[src/logic/tps_defines.vh]
// Constants for the timer 1 and port-bit skip decoder.
// Assumes 10-bit instruction words and 4-bit working registers.
`ifndef TPS_DEFINES_VH
`define TPS_DEFINES_VH
`define TPS_OP_SKIP_W1      10'h024
`define TPS_OP_SKIP_W2      10'h02b
`define TPS_OP_LOAD_T1      10'h230
`define TPS_OP_LOAD_HI      10'h292
`define TPS_OP_COPY_LO      10'h2a7
`define TPS_PORT_BITS       6
`define TPS_SEL_MAX         4'h5
`define TPS_BYTE_RESET      8'h00
`define TPS_NIB_HI          7:4
`define TPS_NIB_LO          3:0
`endif

[src/logic/tps_port_bit_sel.v]
// Port bit selector: picks one port bit by the index register.
// Assumes port and index are already in the sys_clk domain.
`timescale 1ns/10ps
`include "tps_defines.vh"
module tps_port_bit_sel (
	input  wire [`TPS_PORT_BITS-1:0] port_bits,
	input  wire [3:0]                bit_index,
	output reg                       bit_value
);
	always @* begin
		bit_value = 1'b0;
		if (bit_index <= `TPS_SEL_MAX) begin
			bit_value = port_bits[bit_index[2:0]];
		end
	end
endmodule

[src/logic/tps_decoder.v]
// Decode and execute of port-bit skip and timer 1 load instructions.
// Assumes the sequencer presents one instruction word per cycle with instr_valid.
// Notes on behaviour
// - The port-bit skip tests the port bit chosen by the selector and skips the next instruction when it is zero.
// - The port-bit skip is the two-word pair 0x024 then 0x02b, takes two cycles and leaves carry alone.
// - Load timer 1 writes high operand to bits 7-4 and low source to bits 3-0 of timer 1 and low reload together.
// - Load timer 1 is the single-cycle opcode 0x230 with no carry change and no skip.
// - Load high reload, opcode 0x292, puts high operand in bits 7-4 and low source in bits 3-0 of high reload.
// - Copy low reload, opcode 0x2a7, moves all eight low reload bits into timer 1 with no flag or skip.
`timescale 1ns/10ps
`include "tps_defines.vh"
module tps_decoder (
	input  wire                      sys_clk,
	input  wire                      reset,
	input  wire                      instr_valid,
	input  wire [9:0]                instr_word,
	input  wire [3:0]                reg_high,
	input  wire [3:0]                reg_low,
	input  wire [3:0]                bit_index,
	input  wire [`TPS_PORT_BITS-1:0] port_pins,
	output reg                       skip_next,
	output reg                       skip_busy,
	output reg                       timer1_load,
	output reg  [7:0]                timer1_value,
	output reg  [7:0]                timer1_low_reload,
	output reg  [7:0]                timer1_high_reload
);
	reg  [`TPS_PORT_BITS-1:0] pin_meta_reg;
	reg  [`TPS_PORT_BITS-1:0] pin_sync_reg;
	reg                       first_word_reg;
	wire                      sel_bit;
	wire                      is_skip1;
	wire                      is_skip2;

	always @(posedge sys_clk) begin
		if (reset) begin
			pin_meta_reg <= {`TPS_PORT_BITS{1'b0}};
			pin_sync_reg <= {`TPS_PORT_BITS{1'b0}};
		end else begin
			pin_meta_reg <= port_pins;
			pin_sync_reg <= pin_meta_reg;
		end
	end

	tps_port_bit_sel u_sel (
		.port_bits (pin_sync_reg),
		.bit_index (bit_index),
		.bit_value (sel_bit)
	);

	assign is_skip1 = instr_valid && (instr_word == `TPS_OP_SKIP_W1) && !first_word_reg;
	assign is_skip2 = instr_valid && (instr_word == `TPS_OP_SKIP_W2) && first_word_reg;

	always @(posedge sys_clk) begin
		if (reset) begin
			first_word_reg     <= 1'b0;
			skip_next          <= 1'b0;
			skip_busy          <= 1'b0;
			timer1_load        <= 1'b0;
			timer1_value       <= `TPS_BYTE_RESET;
			timer1_low_reload  <= `TPS_BYTE_RESET;
			timer1_high_reload <= `TPS_BYTE_RESET;
		end else begin
			skip_next   <= 1'b0;
			timer1_load <= 1'b0;
			skip_busy   <= 1'b0;
			if (instr_valid) begin
				first_word_reg <= 1'b0;
			end
			if (is_skip1) begin
				first_word_reg <= 1'b1;
				skip_busy      <= 1'b1;
			end else if (is_skip2) begin
				skip_next <= ~sel_bit;
			end else if (instr_valid && !first_word_reg) begin
				case (instr_word)
					`TPS_OP_LOAD_T1: begin
						timer1_value[`TPS_NIB_HI]      <= reg_high;
						timer1_value[`TPS_NIB_LO]      <= reg_low;
						timer1_low_reload[`TPS_NIB_HI] <= reg_high;
						timer1_low_reload[`TPS_NIB_LO] <= reg_low;
						timer1_load                    <= 1'b1;
					end
					`TPS_OP_LOAD_HI: begin
						timer1_high_reload[`TPS_NIB_HI] <= reg_high;
						timer1_high_reload[`TPS_NIB_LO] <= reg_low;
					end
					`TPS_OP_COPY_LO: begin
						timer1_value <= timer1_low_reload;
						timer1_load  <= 1'b1;
					end
					default: begin
					end
				endcase
			end
		end
	end
endmodule

[config.mk]
export PLATFORM = sky130hd
export DESIGN_NAME = tps_decoder
export DESIGN_NICKNAME = d
export VERILOG_FILES = /design/src/logic/tps_port_bit_sel.v /design/src/logic/tps_decoder.v
export VERILOG_INCLUDE_DIRS = /design/src /design/src/logic
export SDC_FILE = /design/constraint.sdc
export NUM_CORES = 1
export LEC_CHECK = 0
export ABC_AREA = 1
export BUFFER_PORTS_ARGS = -buffer_cell sky130_fd_sc_hd__clkbuf_2
export CAP_MARGIN = 20
export CORE_ASPECT_RATIO = 1.4
export CORE_MARGIN = 2
export CORE_UTILIZATION = 50
export DETAILED_ROUTE_END_ITERATION = 6
export PLACE_DENSITY = 0.76
export SYNTH_ARGS = -nofsm -noshare
export SYNTH_HDL_FRONTEND = slang
export SYNTH_HIERARCHICAL = 1
export SYNTH_SLANG_ARGS = --single-unit
[constraint.sdc]
create_clock -name sys_clk -period 1.5 [get_ports sys_clk]
set_input_delay 0.3 -clock sys_clk [delete_from_list [all_inputs] [get_ports sys_clk]]
set_output_delay 0.3 -clock sys_clk [all_outputs]
set_load 0.005 [all_outputs]
==> flow_summary_export.csv, run 1 <==
group,metric,value,unit
status,status,"finished clean",
global_route,use_met2,32.0,%
worst_setup_path,r2r_slack,0.26,ns
worst_hold_path,min_path_type,"in -> reg",
power_and_ir_drop,p_per_area,916,mW/mm^2
synth,synth.area.top_cells,"dfxtp_1 (43%), inv_1 (9.6%), nand2_1 (8.8%)",
clocking,cts_hold_buffers,0,
clocking,cts_tree,"yes",
worst_setup_path,cp_slowest_cell,"dfxtp_1",
worst_setup_path,crit_start,"first_word_reg",
power_and_ir_drop,power.leakage,0.00118,uW
clocking,root_buffer,"clkbuf_8",
worst_setup_path,crit_chain,"inv_1, nand2_1, inv_2, nand4_4, a21oi_1, o21a_1",
timing,fmax,803,MHz
timing,worst_pin_slew,0.447,ns
final_layout,areaGrowthSynthToFinish,22.3,%
floorplan,core_area,0.00364,mm^2
timing,timing.final.crit_share,83.0,%
timing,postLayoutSetupSlackWorst,0.255,ns
clocking,cts-resized-gates,0,
timing,hold_viol,0,
global_route,grt.busiest_layer,"met2",
route,drt-initial-drc-count,24,
global_route,grt-ovfl-total,0,
clocking,cts_buffer_depth,2,
clocking,path_clk_slew,0.07,ns
timing,slew_headroom,70.2,%
place,dp.cells,353,
synth,syn_avg_cell_area,7.30,um^2
synth,synth_area_leader_cell,"dfxtp_1",
synth,synth_top_cell_area_share,42.5,%
place,dpl.hpwl,2830,um
clocking,cts_num_sinks,40,
route,drt_first_pass_iters,4,
route,routed_wirelength,3700,um
timing,tns,0,ns
clocking,clkLatencyLatePin,0.29,ns
timing,finClkSkew,0.0110,ns
synth,yosysWarnings,6,
final_layout,antenna_cells,0,
route,drtAntennaViolNets,0,
worst_setup_path,slowest_delay,0.32,ns
floorplan,rows,26,
synth,async_flop_share,0,%
worst_setup_path,r2r-start,"first_word_reg",
timing,min_period,1.24,ns
power_and_ir_drop,p_total,2110,uW
global_route,grt_pass1_vias,1543,
floorplan,io_pins,58,
clocking,cts_htree_levels,2,
floorplan,die_w,55.9,um
synth,syn-num-nets,289,
power_and_ir_drop,peakVddDrop,0.000797,V
synth,yosysUniqueCellTypes,30,
global_route,grt_max_degree,23,
route,wl_per_cell,10.3,um
synth,synth_flop_cell,"dfxtp_1",
timing,setup_violations,0,
global_route,antenna_found_initial,0,
floorplan,die_area,0.00428,mm^2
run,max_cap_violations,0,
worst_setup_path,path_max_fanout,16,
timing,timing.hold.ws,0.191,ns
final_layout,reg_top3,"timer1_high_reload (8), timer1_low_reload (8), timer1_value (8)",
worst_setup_path,criticalPathCategory,"reg -> reg",
route,drc,0,
place,portBuffers,57,
final_layout,layout-drive-gt1-share,29.5,%
route,via_per_inst,4.65,
clocking,cts_buffers,5,
synth,synth_edf_count,0,
final_layout,final_cells,361,
worst_hold_path,holdCritStartpoint,"port_pins[3]",
global_route,grt_usage,18.9,%
synth,yosysSeqAreaShare,42.5,%
place,pre_cts_ws,0.0702,ns
synth,synth_cells,258,
global_route,gr-usage-met3,4.24,%
worst_setup_path,start_kind,"register",
floorplan,initial_utilization,51.7,%
route,vias,1679,
global_route,grt_pass1_wl,6450,um
worst_setup_path,crit_arrival,1.48,ns
global_route,use_met1,22.1,%
timing,rsz0062_at_grt,"false",
clocking,cts_setup_buffers,0,
final_layout,final_net_count,349,
worst_setup_path,cp_data_required_time,1.74,ns
worst_setup_path,endpoint_kind,"register",
timing,final_max_slew_viol_count,0,
place,gp_congestion,0.815,
synth,synth-seq-cells,40,
synth,syn-cell-area,0.00188,mm^2
floorplan,chipHeight,76.6,um
## metrics by stage
step           instance area (um^2)  utilization, %
6_report                       2300            63.2
5_1_grt                        2300            63.2
4_1_cts                        2300            63.2
3_5_place_dp                   2200            60.3
3_3_place_gp                   2200            60.3
2_1_floorplan                  1880               -
## logic make-up after synthesis
logic type	count (synthesis)	share of synthesized area, %
simple gates	123	33.5
buf+inv	60	12.9
compound gates	35	11.1
flops	40	42.5
## worst max-delay path: cells and delay by family, from the launching register on
family / cells / cell delay, ns
AND/OR/NAND/NOR: 2 / 0.35
AO/OA/AOI/OAI: 2 / 0.35
flip-flops: 1 / 0.32
buffers and inverters: 2 / 0.18
## layer usage
metal,part of all wire [%],up-vias
met5,0,-
met4,2.0,0
met3,4.7,7
met2,50,38
met1,43,736
li1,-,898
## cell type report
type,count,area (um^2)
fill,357,1340
timing repair buffer,59,300
clock inverter,2,35.0
multi-input combinational,158,840
inverter,54,203
clock buffer,6,72.6
tap,42,52.6
sequential,40,801
## synth_stat cells (3+ instances only)
library cell and instances:
nor2_1 44, o21ai_0 8, dfxtp_1 40, nor3_1 10, inv_2 6, nand2_4 3
inv_1 48, a21oi_1 7, o21a_1 8, nor2_4 3, o21ai_1 8, a21oi_2 3
nand3_1 3, nand2_1 44
## final timing paths
check             cells after the start                     to
setup / recovery                      6  timer1_high_reload[6]
hold reg to reg                       2        pin_sync_reg[1]
hold / removal                        3        pin_meta_reg[3]
setup reg to reg                      6  timer1_high_reload[6]
## cell usage in the layout (no fill, tap or decap), drive strengths merged, types with 2 or more instances in the layout
cell type / count
or2: 2
a21oi: 10
o21a: 8
buf: 2
o21ai: 16
nor3: 11
nand3: 7
nor3b: 2
inv: 54
clkbuf: 63
dfxtp: 40
nor2: 50
nand2: 49
## power breakdown
part | switching (uW) | internal, uW
registers | 3.69 | 1080
logic | 103 | 63.8
clock network | 369 | 494
(Power assumes the default switching activity.)
==> run 2, diff against run 1 <==
==> constraint.sdc (replaced) <==
create_clock -name sys_clk -period 1.2 [get_ports sys_clk]
set_input_delay 0.24 -clock sys_clk [delete_from_list [all_inputs] [get_ports sys_clk]]
set_output_delay 0.24 -clock sys_clk [all_outputs]
set_load 0.005 [all_outputs]
==> run 2 against run 1 <==
  * Sequential share of layout area fell by 2.2 points
  * Wire length rose by 11%
  * Flip-flop and latch count did not move
  * Non-clock buffer count rose by 9
  * Hold slack got worse by 0.061 ns
  * Utilization rose by 4.4 points
  * Cell count rose by 2.8%
  * Highest routed layer unchanged
  * Clock skew fell by 0.0016 ns
==> flow_summary_export.csv, run 2 (synthesis gave the netlist of run 1 again) <==
group,metric,value,unit
timing,timing.final.crit_share,97.1,%
worst_setup_path,start_kind,"register",
global_route,grt_pass1_wl,7130,um
floorplan,chipHeight,76.6,um
timing,rsz0062_at_grt,"true",
global_route,antenna_found_initial,0,
floorplan,die_area,0.00428,mm^2
final_layout,areaGrowthSynthToFinish,30.8,%
global_route,grt_pass1_vias,1639,
route,wl_met2,2110,um
final_layout,reg_top3,"timer1_high_reload (8), timer1_low_reload (8), timer1_value (8)",
route,dr_wl_met3,253,um
route,via_per_inst,4.73,
power_and_ir_drop,p_int,2060,uW
power_and_ir_drop,seqPwrFrac,50.1,%
clocking,clkLatencyLatePin,0.30,ns
timing,setup_violations,0,
timing,slew_headroom,78.7,%
clocking,cts_buffer_depth,2,
route,vias,1754,
route,wl_met1,1700,um
worst_setup_path,crit_arrival,1.41,ns
power_and_ir_drop,power.leakage,0.00125,uW
clocking,path_clk_slew,0.08,ns
clocking,root_buffer,"clkbuf_8",
worst_setup_path,criticalPathCategory,"reg -> reg",
route,drt-initial-drc-count,53,
worst_hold_path,min_path_type,"in -> reg",
power_and_ir_drop,p_per_area,1090,mW/mm^2
route,drc,0,
timing,timing.hold.ws,0.129,ns
place,portBuffers,57,
power_and_ir_drop,peakVddDrop,0.00116,V
floorplan,rows,26,
global_route,grt_usage,20.9,%
worst_setup_path,cp_data_required_time,1.44,ns
route,highest_layer,"met4",
timing,finClkSkew,0.00938,ns
route,wl_per_cell,11.1,um
clocking,cts_htree_levels,2,
global_route,grt_max_degree,17,
power_and_ir_drop,power.switching,632,uW
floorplan,initial_utilization,51.7,%
power_and_ir_drop,combPwrFrac,9.2,%
power_and_ir_drop,p_total,2690,uW
power_and_ir_drop,p_sw_share,23.5,%
final_layout,layout_common_cells,"clkbuf_2 (57), inv_1 (47), nor2_1 (43)",
place,gp_congestion,0.778,
global_route,grt-ovfl-total,0,
final_layout,final_net_count,359,
place,dpl.hpwl,2900,um
final_layout,antenna_cells,0,
power_and_ir_drop,pwr-share-clk,40.7,%
worst_setup_path,path_max_fanout,8,
route,drtAntennaViolNets,0,
place,dpl_cell_area,0.00227,mm^2
floorplan,io_pins,58,
timing,min_period,1.17,ns
floorplan,core_area,0.00364,mm^2
worst_setup_path,endpoint_kind,"register",
route,drt_first_pass_iters,4,
timing,hold_viol,0,
timing,fmax,858,MHz
clocking,cts_hold_buffers,0,
run,max_cap_violations,0,
floorplan,die_w,55.9,um
route,routed_wirelength,4130,um
status,status,"finished clean",
clocking,cts_num_sinks,40,
clocking,cts_tree,"yes",
timing,final_max_slew_viol_count,0,
final_layout,final_area,0.00246,mm^2
final_layout,final_common_cell,"clkbuf_2",
clocking,cts_buffers,5,
final_layout,layout-drive-gt1-share,34.7,%
timing,worst_pin_slew,0.318,ns
## run 2: changes by cell type in the layout (fill, tap and decap cells not counted), sizes merged
cell	before	now
buf	2	11
clkbuf	63	62
nand4	1	2
clkinvlp	0	1
## run 2: metal layers
metal,track usage [%],vias to the layer above
met5,0,-
met4,7.86,0
met3,5.60,7
met2,36.4,57
met1,24.3,766
li1,-,924
## run 2: cell type report
cell class	count	area [um^2]
timing repair buffer	68	393
clock buffer	5	68.8
tap	42	52.6
fill	330	1180
clock inverter	3	42.5
sequential	40	802
inverter	54	205
multi-input combinational	159	900
## run 2: critical path: stages, from the launching register on
cell	delay [ns]
dfxtp_2	0.33
inv_2	0.07
nand2_4	0.08
inv_4	0.09
nand4_4	0.20
a21oi_2	0.22
o21a_1	0.13
## run 2: worst paths after layout
path,endpoint,cells past startpoint,slack [ns],from
max,timer1_high_reload[3],6,0.03,first_word_reg
min,pin_meta_reg[5],3,0.13,port_pins[5]
max reg2reg,timer1_high_reload[3],6,0.03,first_word_reg
min reg2reg,pin_sync_reg[2],2,0.41,pin_meta_reg[2]
## run 2: repair_timing
action                                  in CTS  in global routing
buffers inserted                             0                  1
cloned                                       1                  0
endpoints found under the setup margin      13                 15
pin swaps                                    1                  5
resized for setup                            5                  9
## run 2: metrics by stage
stage                     TNS, ns  std cells  utilization (%)  setup slack [ns]
after floorplan                 0        258                -            0.0631
after global placement      -1.52        361             62.3           -0.0981
after detailed placement    -2.15        361             62.3            -0.121
after CTS                       0        370             66.2           0.00271
after global routing       -0.309        371             67.6           -0.0525
final                           0        371             67.6            0.0344
## run 2: power by group through the flow
stage / sequential (uW) / clock [uW] / combinational, uW
after floorplan: 1380 / 0 / 117
after global placement: 1380 / 0 / 219
after detailed placement: 1380 / 0 / 222
after CTS: 1350 / 1110 / 232
after global routing: 1350 / 1170 / 280
final: 1350 / 1090 / 247
